**config.mk**
```make
export PLATFORM = sky130hd
export DESIGN_NAME = i2c_slave_stretch_buffer
export DESIGN_NICKNAME = d
export VERILOG_FILES = /design/src/inc/i2c_slave_pkg.sv /design/src/inc/shift_if.sv /design/src/hdl/i2c_slave_stretch_buffer.sv /design/src/hdl/i2c_pin_sync.sv /design/src/hdl/i2c_byte_shifter.sv
export SDC_FILE = /design/constraint.sdc
export NUM_CORES = 1
export LEC_CHECK = 0
export BUFFER_PORTS_ARGS = -buffer_cell sky130_fd_sc_hd__buf_2
export CORE_MARGIN = 2
export CORE_UTILIZATION = 51
export CTS_CLUSTER_DIAMETER = 120
export DETAILED_ROUTE_END_ITERATION = 7
export HOLD_SLACK_MARGIN = 0.08
export PLACE_DENSITY = 0.85
export SETUP_SLACK_MARGIN = 0.15
export SYNTH_ARGS = -nofsm -noshare
export SYNTH_HDL_FRONTEND = slang
export SYNTH_HIERARCHICAL = 1
export SYNTH_SLANG_ARGS = --single-unit
export TNS_END_PERCENT = 20
```
**constraint.sdc**
```tcl
create_clock -name clk_sys -period 6.3 [get_ports clk_sys]
set_input_delay 0.63 -clock clk_sys [delete_from_list [all_inputs] [get_ports clk_sys]]
set_output_delay 0.63 -clock clk_sys [all_outputs]
set_load 0.005 [all_outputs]
```
**src/inc/i2c_slave_pkg.sv**
```systemverilog
// constants, field layout and state codes of the i2c slave stretch buffer
// Summary of operation
// [RL1] port joins bus activity only while the module-enable bit is 1
// [RL2] speed bit 1 selects standard-mode edge rate, 0 selects fast-mode
// [RL3] clock-release bit 0 holds scl low, 1 releases scl
// [RL4] disabled module never drives scl or sda
// [RL5] write-stretch enable clears clock-release on each master-write byte interrupt
// [RL6] read-stretch enable clears clock-release after address byte or sent byte
// [RL7] software loads the data buffer before setting clock-release in read stretching
// [RL8] without read stretching the prefetch buffer feeds the transmit shifter automatically
// [RL9] prefetch value reaches the transmit shifter two clocks after the interrupt
// [RL10] module-reset bit at 1 resets every flip-flop of the port; prdata_r is cleared only by the global reset
// [RL11] module-reset bit itself is cleared only by the global reset; the code also clears it on a control write with MRST_BIT at 0
// [RL12] transmit shifts msb first, one bit per master clock, eight clocks a byte
// [RL13] received byte lands after eighth clock, interrupt follows the ninth
// [RL14] with read stretching, buffer writes need master-read and clock-release 0
// [RL15] a refused buffer write sets the write-conflict flag, buffer unchanged
// [RL16] software enables write stretching if it cannot serve within eight clocks
// [RL17] software adjusts stretch enables before the last byte of a transfer
// [RL18] reset values: read-stretch 1, all other control bits 0
// [RL19] reading the data buffer clears buffer-full; set on eighth fall of a write byte
// [RL20] write-conflict flag stays set until software clears it
// [RL21] direction flag holds the read/write bit of a matched address
// [RL22] byte arriving while buffer full sets overrun and is discarded
// [RL23] scl and sda are sampled on the system clock; master waits while scl held
package i2c_slave_pkg;
  // ****************************************
  // register map
  // ****************************************
  localparam logic [7:0] CTRL_OFS = 8'h00;
  localparam logic [7:0] DATA_OFS = 8'h04;
  localparam logic [7:0] PREF_OFS = 8'h08;
  localparam logic [7:0] STAT_OFS = 8'h0c;
  localparam logic [7:0] ADDR_OFS = 8'h10;
  localparam int EN_BIT    = 0;
  localparam int SPEED_BIT = 1;
  localparam int REL_BIT   = 2;
  localparam int WRS_BIT   = 3;
  localparam int RDS_BIT   = 4;
  localparam int MRST_BIT  = 5;
  localparam int OVR_BIT   = 0;
  localparam int WCOL_BIT  = 1;
  localparam int NACK_BIT  = 2;
  localparam int BF_BIT    = 3;
  localparam int DIR_BIT   = 4;
  localparam int BUSY_BIT  = 5;
  localparam logic [7:0] CTRL_RST = 8'h10;
  localparam logic [7:0] DATA_RST = 8'h00;
  localparam logic [7:0] PREF_RST = 8'h00;
  localparam logic [6:0] ADDR_RST = 7'h2a;
  // ****************************************
  // timing and states
  // ****************************************
  localparam logic [3:0] BYTE_BITS  = 4'h8;
  localparam int         PREF_DELAY = 2;
  typedef enum logic [6:0] {
    ST_IDLE    = 7'h01,
    ST_ADDR    = 7'h02,
    ST_ADDR_ACK = 7'h04,
    ST_RX      = 7'h08,
    ST_RX_ACK  = 7'h10,
    ST_TX      = 7'h20,
    ST_TX_ACK  = 7'h40
  } slv_state_t;
endpackage : i2c_slave_pkg

```
**src/inc/shift_if.sv**
```systemverilog
// control and data signals between the port logic and its byte shifter
`timescale 1ns/1ps
interface shift_if;
  logic       clear;
  logic       load;
  logic [7:0] loadData;
  logic       shiftIn;
  logic       inBit;
  logic       shiftOut;
  logic       tick;
  logic [7:0] data;
  logic [3:0] count;
  modport ctrl    (output clear, load, loadData, shiftIn, inBit, shiftOut, tick,
                   input data, count);
  modport shifter (input clear, load, loadData, shiftIn, inBit, shiftOut, tick,
                   output data, count);
endinterface : shift_if

```
**src/hdl/i2c_slave_stretch_buffer.sv**
```systemverilog
// i2c slave port: control, clock stretching, data and prefetch buffers, apb registers
//
// Implementation choices: the APB interface to the registers and the address map.
`timescale 1ns/1ps
module i2c_slave_stretch_buffer
  import i2c_slave_pkg::*;
(
  input  wire logic        clk_sys,
  input  wire logic        rst_n,
  input  wire logic        ce,
  input  wire logic [7:0]  paddr,
  input  wire logic        psel,
  input  wire logic        penable,
  input  wire logic        pwrite,
  input  wire logic [31:0] pwdata,
  output wire logic [31:0] prdata,
  output wire logic        pready,
  output wire logic        pslverr,
  input  wire logic        sclIn,
  output wire logic        sclOut,
  output wire logic        sclOe,
  input  wire logic        sdaIn,
  output wire logic        sdaOut,
  output wire logic        sdaOe,
  output wire logic        slewStdMode,
  output wire logic        byteIrq
);
  // ****************************************
  // declarations
  // ****************************************
  logic       modRst_r;
  logic       rstLocalN;
  logic       enable_r;
  logic       speed_r;
  logic       release_r;
  logic       wrStretch_r;
  logic       rdStretch_r;
  logic [7:0] dataBuf_r;
  logic [7:0] prefetch_r;
  logic [6:0] ownAddr_r;
  logic       dir_r;
  logic       bf_r;
  logic       wcol_r;
  logic       ovr_r;
  logic       nack_r;
  logic       busy_r;
  logic       pendLoad_r;
  logic [PREF_DELAY-1:0] prefDly_r;
  logic [31:0] prdata_r;
  logic       irq_r;
  slv_state_t state_r;
  slv_state_t state_nxt;
  logic       sclS;
  logic       sdaS;
  logic       sclRise;
  logic       sclFall;
  logic       startCond;
  logic       stopCond;
  logic       rxPlace;
  logic       txStart;
  logic       rxAckEnd;
  logic       irqEvt;
  shift_if    sh ();

  // ****************************************
  // apb decode
  // ****************************************
  wire logic       access   = psel & penable;
  wire logic       setup    = psel & ~penable;
  wire logic       wrAcc    = access & pwrite;
  wire logic       rdAcc    = access & ~pwrite;
  wire logic       selCtrl  = paddr == CTRL_OFS;
  wire logic       selData  = paddr == DATA_OFS;
  wire logic       selPref  = paddr == PREF_OFS;
  wire logic       selStat  = paddr == STAT_OFS;
  wire logic       selAddr  = paddr == ADDR_OFS;
  wire logic       mapped   = selCtrl | selData | selPref | selStat | selAddr;
  wire logic       ctrlWr   = wrAcc & selCtrl;
  wire logic       dataWr   = wrAcc & selData;
  wire logic       statWr   = wrAcc & selStat;
  wire logic       dataRd   = rdAcc & selData;
  // buffer writes only while the master waits on a read
  wire logic       dataOk   = rdStretch_r & dir_r & ~release_r;  // RL14
  wire logic       dataRej  = dataWr & ~dataOk;                  // RL15
  wire logic [7:0] ctrlView = {2'b00, modRst_r, rdStretch_r, wrStretch_r,
                               release_r, speed_r, enable_r};
  wire logic [7:0] statView = {2'b00, busy_r, dir_r, bf_r, nack_r, wcol_r, ovr_r};
  wire logic [7:0] rdMux    = selCtrl ? ctrlView :
                              selData ? dataBuf_r :
                              selPref ? prefetch_r :
                              selStat ? statView :
                              selAddr ? {1'b0, ownAddr_r} : 8'h00;
  assign pready  = 1'b1;
  assign pslverr = access & ~mapped;
  assign prdata  = prdata_r;

  // ****************************************
  // global and module-local resets
  // ****************************************
  // gated reset trades a little glitch risk for a true flip-flop clear
  assign rstLocalN = rst_n & ~modRst_r;  // RL10

  always_ff @(posedge clk_sys or negedge rst_n) begin
    if (!rst_n) begin
      modRst_r <= 1'b0;  // RL11
    end else if (ce && ctrlWr) begin
      modRst_r <= pwdata[MRST_BIT];
    end
  end

  // ****************************************
  // pins, shifter
  // ****************************************
  i2c_pin_sync u_sync (
    .clk_sys   (clk_sys),
    .rst_n     (rstLocalN),
    .ce        (ce),
    .sclIn     (sclIn),
    .sdaIn     (sdaIn),
    .scl       (sclS),
    .sda       (sdaS),
    .sclRise   (sclRise),
    .sclFall   (sclFall),
    .startCond (startCond),
    .stopCond  (stopCond)
  );  // RL23

  i2c_byte_shifter u_shift (
    .clk_sys (clk_sys),
    .rst_n   (rstLocalN),
    .ce      (ce),
    .bus     (sh.shifter)
  );

  wire logic byteDone = sh.count == BYTE_BITS;
  wire logic addrHit  = sh.data[7:1] == ownAddr_r;
  wire logic addrTake = (state_r == ST_ADDR) & sclFall & byteDone & addrHit;
  wire logic nackSeen = (state_r == ST_TX_ACK) & sclRise & sdaS;
  assign sh.inBit    = sdaS;
  assign sh.load     = pendLoad_r | prefDly_r[PREF_DELAY-1];
  assign sh.loadData = pendLoad_r ? dataBuf_r : prefetch_r;  // RL8

  // ****************************************
  // bus state machine
  // ****************************************
  always_comb begin
    state_nxt   = state_r;
    rxPlace     = 1'b0;
    txStart     = 1'b0;
    rxAckEnd    = 1'b0;
    irqEvt      = 1'b0;
    sh.clear    = 1'b0;
    sh.shiftIn  = 1'b0;
    sh.shiftOut = 1'b0;
    sh.tick     = 1'b0;
    if (!enable_r || stopCond) begin  // RL1
      state_nxt = ST_IDLE;
    end else if (startCond) begin
      state_nxt = ST_ADDR;
      sh.clear  = 1'b1;
    end else begin
      unique case (state_r)
        ST_IDLE: begin
          state_nxt = ST_IDLE;
        end
        ST_ADDR: begin
          if (sclRise) begin
            sh.shiftIn = 1'b1;
          end else if (sclFall && byteDone) begin
            state_nxt = addrHit ? ST_ADDR_ACK : ST_IDLE;
          end
        end
        ST_ADDR_ACK: begin
          if (sclFall) begin
            sh.clear  = 1'b1;
            irqEvt    = 1'b1;
            txStart   = dir_r;
            state_nxt = dir_r ? ST_TX : ST_RX;
          end
        end
        ST_RX: begin
          if (sclRise) begin
            sh.shiftIn = 1'b1;
          end else if (sclFall && byteDone) begin
            rxPlace   = 1'b1;  // RL13
            state_nxt = ST_RX_ACK;
          end
        end
        ST_RX_ACK: begin
          if (sclFall) begin
            sh.clear  = 1'b1;
            irqEvt    = 1'b1;  // RL13
            rxAckEnd  = 1'b1;
            state_nxt = ST_RX;
          end
        end
        ST_TX: begin
          if (sclRise) begin
            sh.tick = 1'b1;
          end else if (sclFall && byteDone) begin
            state_nxt = ST_TX_ACK;  // RL12
          end else if (sclFall && sh.count != 4'h0) begin
            sh.shiftOut = 1'b1;  // RL12
          end
        end
        ST_TX_ACK: begin
          if (nackSeen) begin
            state_nxt = ST_IDLE;
          end else if (sclFall) begin
            sh.clear  = 1'b1;
            irqEvt    = 1'b1;
            txStart   = 1'b1;
            state_nxt = ST_TX;
          end
        end
        default: begin
          state_nxt = ST_IDLE;
        end
      endcase
    end
  end

  always_ff @(posedge clk_sys or negedge rstLocalN) begin
    if (!rstLocalN) begin
      state_r <= ST_IDLE;
      irq_r   <= 1'b0;
    end else if (ce) begin
      state_r <= state_nxt;
      irq_r   <= irqEvt;
    end
  end

  // ****************************************
  // control register
  // ****************************************
  wire logic autoHold = (rxAckEnd & wrStretch_r & ~dir_r)  // RL5
                      | (txStart & rdStretch_r);           // RL6

  always_ff @(posedge clk_sys or negedge rstLocalN) begin
    if (!rstLocalN) begin
      {rdStretch_r, wrStretch_r} <= {CTRL_RST[RDS_BIT], CTRL_RST[WRS_BIT]};  // RL18
      {speed_r, enable_r}        <= {CTRL_RST[SPEED_BIT], CTRL_RST[EN_BIT]};
      ownAddr_r                  <= ADDR_RST;
    end else if (ce) begin
      if (ctrlWr) begin
        enable_r    <= pwdata[EN_BIT];
        speed_r     <= pwdata[SPEED_BIT];
        wrStretch_r <= pwdata[WRS_BIT];  // RL16
        rdStretch_r <= pwdata[RDS_BIT];  // RL17
      end
      if (wrAcc && selAddr) begin
        ownAddr_r <= pwdata[6:0];
      end
    end
  end

  // hardware hold wins over a release written in the same cycle
  always_ff @(posedge clk_sys or negedge rstLocalN) begin
    if (!rstLocalN) begin
      release_r <= CTRL_RST[REL_BIT];
    end else if (ce) begin
      if (autoHold) begin
        release_r <= 1'b0;
      end else if (ctrlWr) begin
        release_r <= pwdata[REL_BIT];  // RL3
      end
    end
  end

  // ****************************************
  // buffers and transmit loading
  // ****************************************
  always_ff @(posedge clk_sys or negedge rstLocalN) begin
    if (!rstLocalN) begin
      dataBuf_r  <= DATA_RST;
      prefetch_r <= PREF_RST;
    end else if (ce) begin
      if (dataWr && dataOk) begin
        dataBuf_r <= pwdata[7:0];  // RL14
      end else if (rxPlace && !bf_r) begin
        dataBuf_r <= sh.data;  // RL22
      end
      if (wrAcc && selPref) begin
        prefetch_r <= pwdata[7:0];
      end
    end
  end

  // stretched read reloads from the data buffer until scl is released
  always_ff @(posedge clk_sys or negedge rstLocalN) begin
    if (!rstLocalN) begin
      pendLoad_r <= 1'b0;
      prefDly_r  <= '0;
    end else if (ce) begin
      if (txStart && rdStretch_r) begin
        pendLoad_r <= 1'b1;  // RL7
      end else if (release_r) begin
        pendLoad_r <= 1'b0;
      end
      prefDly_r <= {prefDly_r[PREF_DELAY-2:0], txStart & ~rdStretch_r};  // RL9
    end
  end

  // ****************************************
  // status flags, set wins over clear except for dir_r and nack_r, where clear wins
  // ****************************************
  always_ff @(posedge clk_sys or negedge rstLocalN) begin
    if (!rstLocalN) begin
      {bf_r, ovr_r, wcol_r} <= 3'b000;
    end else if (ce) begin
      bf_r   <= (rxPlace & ~dir_r) | (bf_r & ~dataRd);                     // RL19
      ovr_r  <= (rxPlace & bf_r) | (ovr_r & ~(statWr & pwdata[OVR_BIT]));   // RL22
      wcol_r <= dataRej | (wcol_r & ~(statWr & pwdata[WCOL_BIT]));          // RL20
    end
  end

  always_ff @(posedge clk_sys or negedge rstLocalN) begin
    if (!rstLocalN) begin
      {dir_r, nack_r, busy_r} <= 3'b000;
    end else if (ce) begin
      if (startCond || stopCond || nackSeen) begin
        dir_r <= 1'b0;
      end else if (addrTake) begin
        dir_r <= sh.data[0];  // RL21
      end
      if (startCond) begin
        nack_r <= 1'b0;
      end else if ((state_r == ST_TX_ACK) && sclRise) begin
        nack_r <= sdaS;
      end
      busy_r <= startCond | (busy_r & ~stopCond);
    end
  end

  always_ff @(posedge clk_sys or negedge rst_n) begin
    if (!rst_n) begin
      prdata_r <= 32'h0000_0000;
    end else if (ce && setup) begin
      prdata_r <= {24'h00_0000, rdMux};
    end
  end

  // ****************************************
  // pin drive
  // ****************************************
  wire logic ackDrive = (state_r == ST_ADDR_ACK) | (state_r == ST_RX_ACK);
  wire logic txDrive  = (state_r == ST_TX) & ~sh.data[7];
  assign sclOut      = 1'b0;
  assign sdaOut      = 1'b0;
  assign sclOe       = enable_r & ~release_r;                // RL3
  assign sdaOe       = enable_r & (ackDrive | txDrive);      // RL4
  assign slewStdMode = speed_r;                              // RL2
  assign byteIrq     = irq_r;
endmodule : i2c_slave_stretch_buffer

```
**src/hdl/i2c_pin_sync.sv**
```systemverilog
// two-flop synchronisers for scl and sda plus bus event detection
`timescale 1ns/1ps
module i2c_pin_sync (
  input  wire logic clk_sys,
  input  wire logic rst_n,
  input  wire logic ce,
  input  wire logic sclIn,
  input  wire logic sdaIn,
  output wire logic scl,
  output wire logic sda,
  output wire logic sclRise,
  output wire logic sclFall,
  output wire logic startCond,
  output wire logic stopCond
);
  logic [1:0] pin;
  logic [1:0] s1_r;
  logic [1:0] s2_r;
  logic [1:0] s3_r;
  assign pin = {sclIn, sdaIn};
  // ****************************************
  // per-line synchroniser chain
  // ****************************************
  for (genvar i = 0; i < 2; i++) begin : g_sync
    // idle bus is high, so the chain resets high
    always_ff @(posedge clk_sys or negedge rst_n) begin
      if (!rst_n) begin
        s1_r[i] <= 1'b1;
        s2_r[i] <= 1'b1;
        s3_r[i] <= 1'b1;
      end else if (ce) begin
        s1_r[i] <= pin[i];
        s2_r[i] <= s1_r[i];
        s3_r[i] <= s2_r[i];
      end
    end
  end
  // edges only from stage two and three, never the first flop
  assign scl       = s2_r[1];
  assign sda       = s2_r[0];
  assign sclRise   = s2_r[1] & ~s3_r[1];
  assign sclFall   = ~s2_r[1] & s3_r[1];
  assign startCond = s2_r[1] & s3_r[1] & ~s2_r[0] & s3_r[0];
  assign stopCond  = s2_r[1] & s3_r[1] & s2_r[0] & ~s3_r[0];
endmodule : i2c_pin_sync

```
**src/hdl/i2c_byte_shifter.sv**
```systemverilog
// eight-bit shift register with bit counter, msb first both ways
`timescale 1ns/1ps
module i2c_byte_shifter (
  input  wire logic clk_sys,
  input  wire logic rst_n,
  input  wire logic ce,
  shift_if.shifter  bus
);
  logic [7:0] data_r;
  logic [3:0] count_r;
  assign bus.data  = data_r;
  assign bus.count = count_r;
  always_ff @(posedge clk_sys or negedge rst_n) begin
    if (!rst_n) begin
      data_r  <= 8'h00;
      count_r <= 4'h0;
    end else if (ce) begin
      if (bus.load) begin
        data_r  <= bus.loadData;
        count_r <= 4'h0;
      end else if (bus.clear) begin
        count_r <= 4'h0;
      end else if (bus.shiftIn) begin
        data_r  <= {data_r[6:0], bus.inBit};
        count_r <= count_r + 4'h1;
      end else if (bus.shiftOut) begin
        data_r  <= {data_r[6:0], 1'b1};
      end else if (bus.tick) begin
        count_r <= count_r + 4'h1;
      end
    end
  end
endmodule : i2c_byte_shifter

```
==> flow_summary.ini <==
[sta]
finalHoldViolCount = 0
finalSetupTns_ns = 0
postLayoutSetupSlackWorst_ns = 3.08
max_slew.worst_pin.slew_ns = 1.16
maxSlewHeadroom = 0.215
fmax_ghz = 0.311
finalClockSkew_ns = 0.0114
fin_crit_sh = 0.511
min_period_ns = 3.22
setup_viol_count_final = 0
rsz_0062_raised_after_global_routing = no
report.final.slew_viol_count = 0

[final_layout]
num-nets-final = 501
syn_to_final_growth_pct = 7.86
multiInputGateArea_um2 = 2300
register_cell_area_after_layout_um2 = 1820
layout-drive-gt1-share = 0.298
diodes = 0
final.fill_count = 680

[placed_design]
place_ws_ns = 3.27
port_buffers = 36
hpwl_detailed_um = 7150
gpl_congestion = 0.919

[floorplanning]
floorplan.rows = 33
dieHeight_um = 96.5
floorplan.initialDensity = 0.528
die_footprint_um2 = 9310
design.portCount = 88
core_area_um2 = 8260
die_w_um = 96.5

[worst_setup_path]
critical_path_class = reg2reg
crit-reg2reg-capture = u_shift/bus.data[0]
crit-reg2reg-launch = u_sync/sda
worst_setup_path_start_kind = flip-flop
worst_ep_required_time_ns = 6.53
rrSetupSlack_ns = 3.08
critical_path_peak_fanout = 8
crit_path_end_kind = flip-flop
worst_r2r_path_depth = 8
critical_path_arrival_ns = 3.45

[clock_tree]
clock_path_buffers = 2
total_of_cells_resized_after_clock_tree_synthesis = 0
cts.clk_slew.worst_paths_ns = 0.08
cts_inserted_buffers = 9
clock_tree.htree_level_count = 3
clk_tree_root_cell = clkbuf_8
tritoncts_clock_tree = done
cts_setup_buffers = 0
cts-hold-fix-buffers = 0
clkSinkCount = 72
worstSkewPairLatency_ns = 0.35

[route]
routedWlPerCell_um = 17.7
route.detailed.vias_per_inst = 5.94
drt-total-wl_um = 9920
antenna_left = 0
vias = 3336
detail_route.first_pass.iterations = 5
drcViolationCount = 0
drt_iter0_markers = 283

[hold_path]
min_path_type = in2async

[synthesis]
synth-edff-count = 0
number_of_distinct_library_cells_after_synthesis = 69
yosys_most_used_dff = dfrtp_1
syn-mean-instance-area_um2 = 10.3
cell_count_after_synthesis = 422
netlist_area_um2 = 4360
synth_seq_cells = 72
synth.yosys.warnings = 6
seq_area_frac_synth = 0.416
fraction_of_registers_with_async_set_or_reset_after_synthesis = 1.00

[job]
maxCapViolCount = 0

[global_route]
grt_start_max_net_pins = 64
wire_length_of_the_first_global_routing_pass_um = 16000
overflow = 0
grt.total_usage = 0.224
first_global_vias = 3188
antenna_found_initial = 0

[status]
outcome = finished clean

[power]
power_mw = 1.01
p_leak_nw = 2.24
cellPowerDensity_nw_per_um2 = 215
peakVddDrop_mv = 0.110
## cells in the final DEF (no fill, tap or decap), types with 4 or more instances in the layout
cell and instances:
clkbuf_8 9, or3_1 5, nor2b_1 13, dfstp_2 11
nor2_1 15, dfrtp_1 61, mux2i_1 9, and2_1 4
xnor2_1 6, nand2b_1 6, conb_1 27, mux2_4 6
nor4_1 5, a22o_1 6, inv_1 12, nand2_1 31
o22ai_1 7, nand3_1 10, mux2_2 52, a21oi_1 17
xor2_1 4, o21ai_0 31, buf_2 36
## flip-flops by register name, summed over array words and instances (netlist names), 2 cells and up
name	flops
dataBuf_r	8
u_shift/bus.data	8
prdata	8
u_shift/bus.count	4
prefetch_r	8
u_sync/s1_r	2
ownAddr_r	7
state_r	7
prefDly_r	2
u_sync/s3_r	2
## final cells by class
cell class / count / share of cell area
Multi-Input combinational cell: 320 / 0.489
Sequential cell: 72 / 0.386
Timing Repair Buffer: 37 / 0.0399
Tap cell: 105 / 0.0279
Clock buffer: 9 / 0.0263
Clock inverter: 7 / 0.0218
Inverter: 12 / 0.00957
## cell families (layout without fill, tap and decap cells)
kind of cell / Yosys count / count (layout) / share of synthesized area
fa+ha+maj: 1 / 1 / 0.00287
mux: 67 / 67 / 0.176
simple gates: 123 / 123 / 0.163
flops: 72 / 72 / 0.416
other cells: 2 / 27 / 0.00172
xor+xnor: 10 / 10 / 0.0201
compound gates: 92 / 92 / 0.140
buf+inv: 55 / 65 / 0.0800
## synth_stat cells, types with 2 or more instances
master    count  share of area
and4b_1       3         0.0069
xor2_1        4         0.0080
o22a_1        2         0.0040
a21oi_1      17          0.020
dfrtp_1      61           0.35
nor4b_1       2         0.0040
xnor2_1       6          0.012
nor2_1       15          0.013
buf_4        27          0.046
a21boi_0      2         0.0034
clkbuf_1     10         0.0086
and2_1        4         0.0057
and3_1        3         0.0043
nor4_1        5         0.0072
or3_1         5         0.0072
a41oi_1       2         0.0040
nand2_1      31          0.027
buf_6         4          0.010
nand2b_1      6         0.0086
o31ai_1       2         0.0034
mux2_2       52           0.13
o22ai_1       7          0.010
o21a_1        2         0.0034
o21ai_0      31          0.036
a22o_1        6          0.012
nor3_1        3         0.0034
nand3_1      10          0.011
nor3b_1       2         0.0034
dfstp_2      11          0.066
mux2_4        6          0.021
conb_1        2         0.0017
or2_2         3         0.0043
nand4_1       3         0.0043
inv_1        12          0.010
a32o_1        2         0.0046
o211ai_1      3         0.0052
nor2b_1      14          0.020
nand3b_1      3         0.0052
mux2i_1       9          0.021
## metrics by stage
step	hold slack, ns	instance area, µm²	utilization	instances
after floorplan	0.334	4460	-	447
after global placement	0.450	4480	0.542	546
after detailed placement	0.460	4480	0.542	546
after CTS	0.118	4700	0.570	562
after global routing	0.109	4700	0.570	562
final	0.117	4700	0.570	562
## power breakdown
part / leakage (nW) / total (mW) / switching [mW] / internal, mW
logic: 1.19 / 0.0938 / 0.0558 / 0.0380
clock network: 0.110 / 0.414 / 0.187 / 0.227
registers: 0.944 / 0.504 / 0.0193 / 0.484
total: 2.24 / 1.01 / 0.262 / 0.749
## worst max-delay path by stage
stage                     startpoint                   to
final                     u_sync/sda  u_shift/bus.data[0]
after global placement    u_sync/sda  u_shift/bus.data[6]
after global routing      u_sync/sda  u_shift/bus.data[1]
after detailed placement  u_sync/sda  u_shift/bus.data[3]
after CTS                 u_sync/sda  u_shift/bus.data[0]
after floorplan                rst_n                 bf_r
## worst max-delay path, cell delays in order (launching register included)
cell     delay, ns
dfstp_2       0.62
and4b_1       0.30
nor2_1        0.24
and2_1        0.19
nand2_1       0.06
nor4b_1       0.94
o21ba_2       0.31
o21ai_4       0.11
mux2_2        0.33
## routing by layer
metal  part of all wire  wire length, µm  track usage  up-vias
li1                   -                -            -     1538
met1               0.45             4470        0.314     1636
met2               0.47             4700        0.353      147
met3              0.061              607       0.0497       15
met4              0.015              146       0.0622        0
met5                  0                0            0        -
Power figures use the tool's default switching activity.
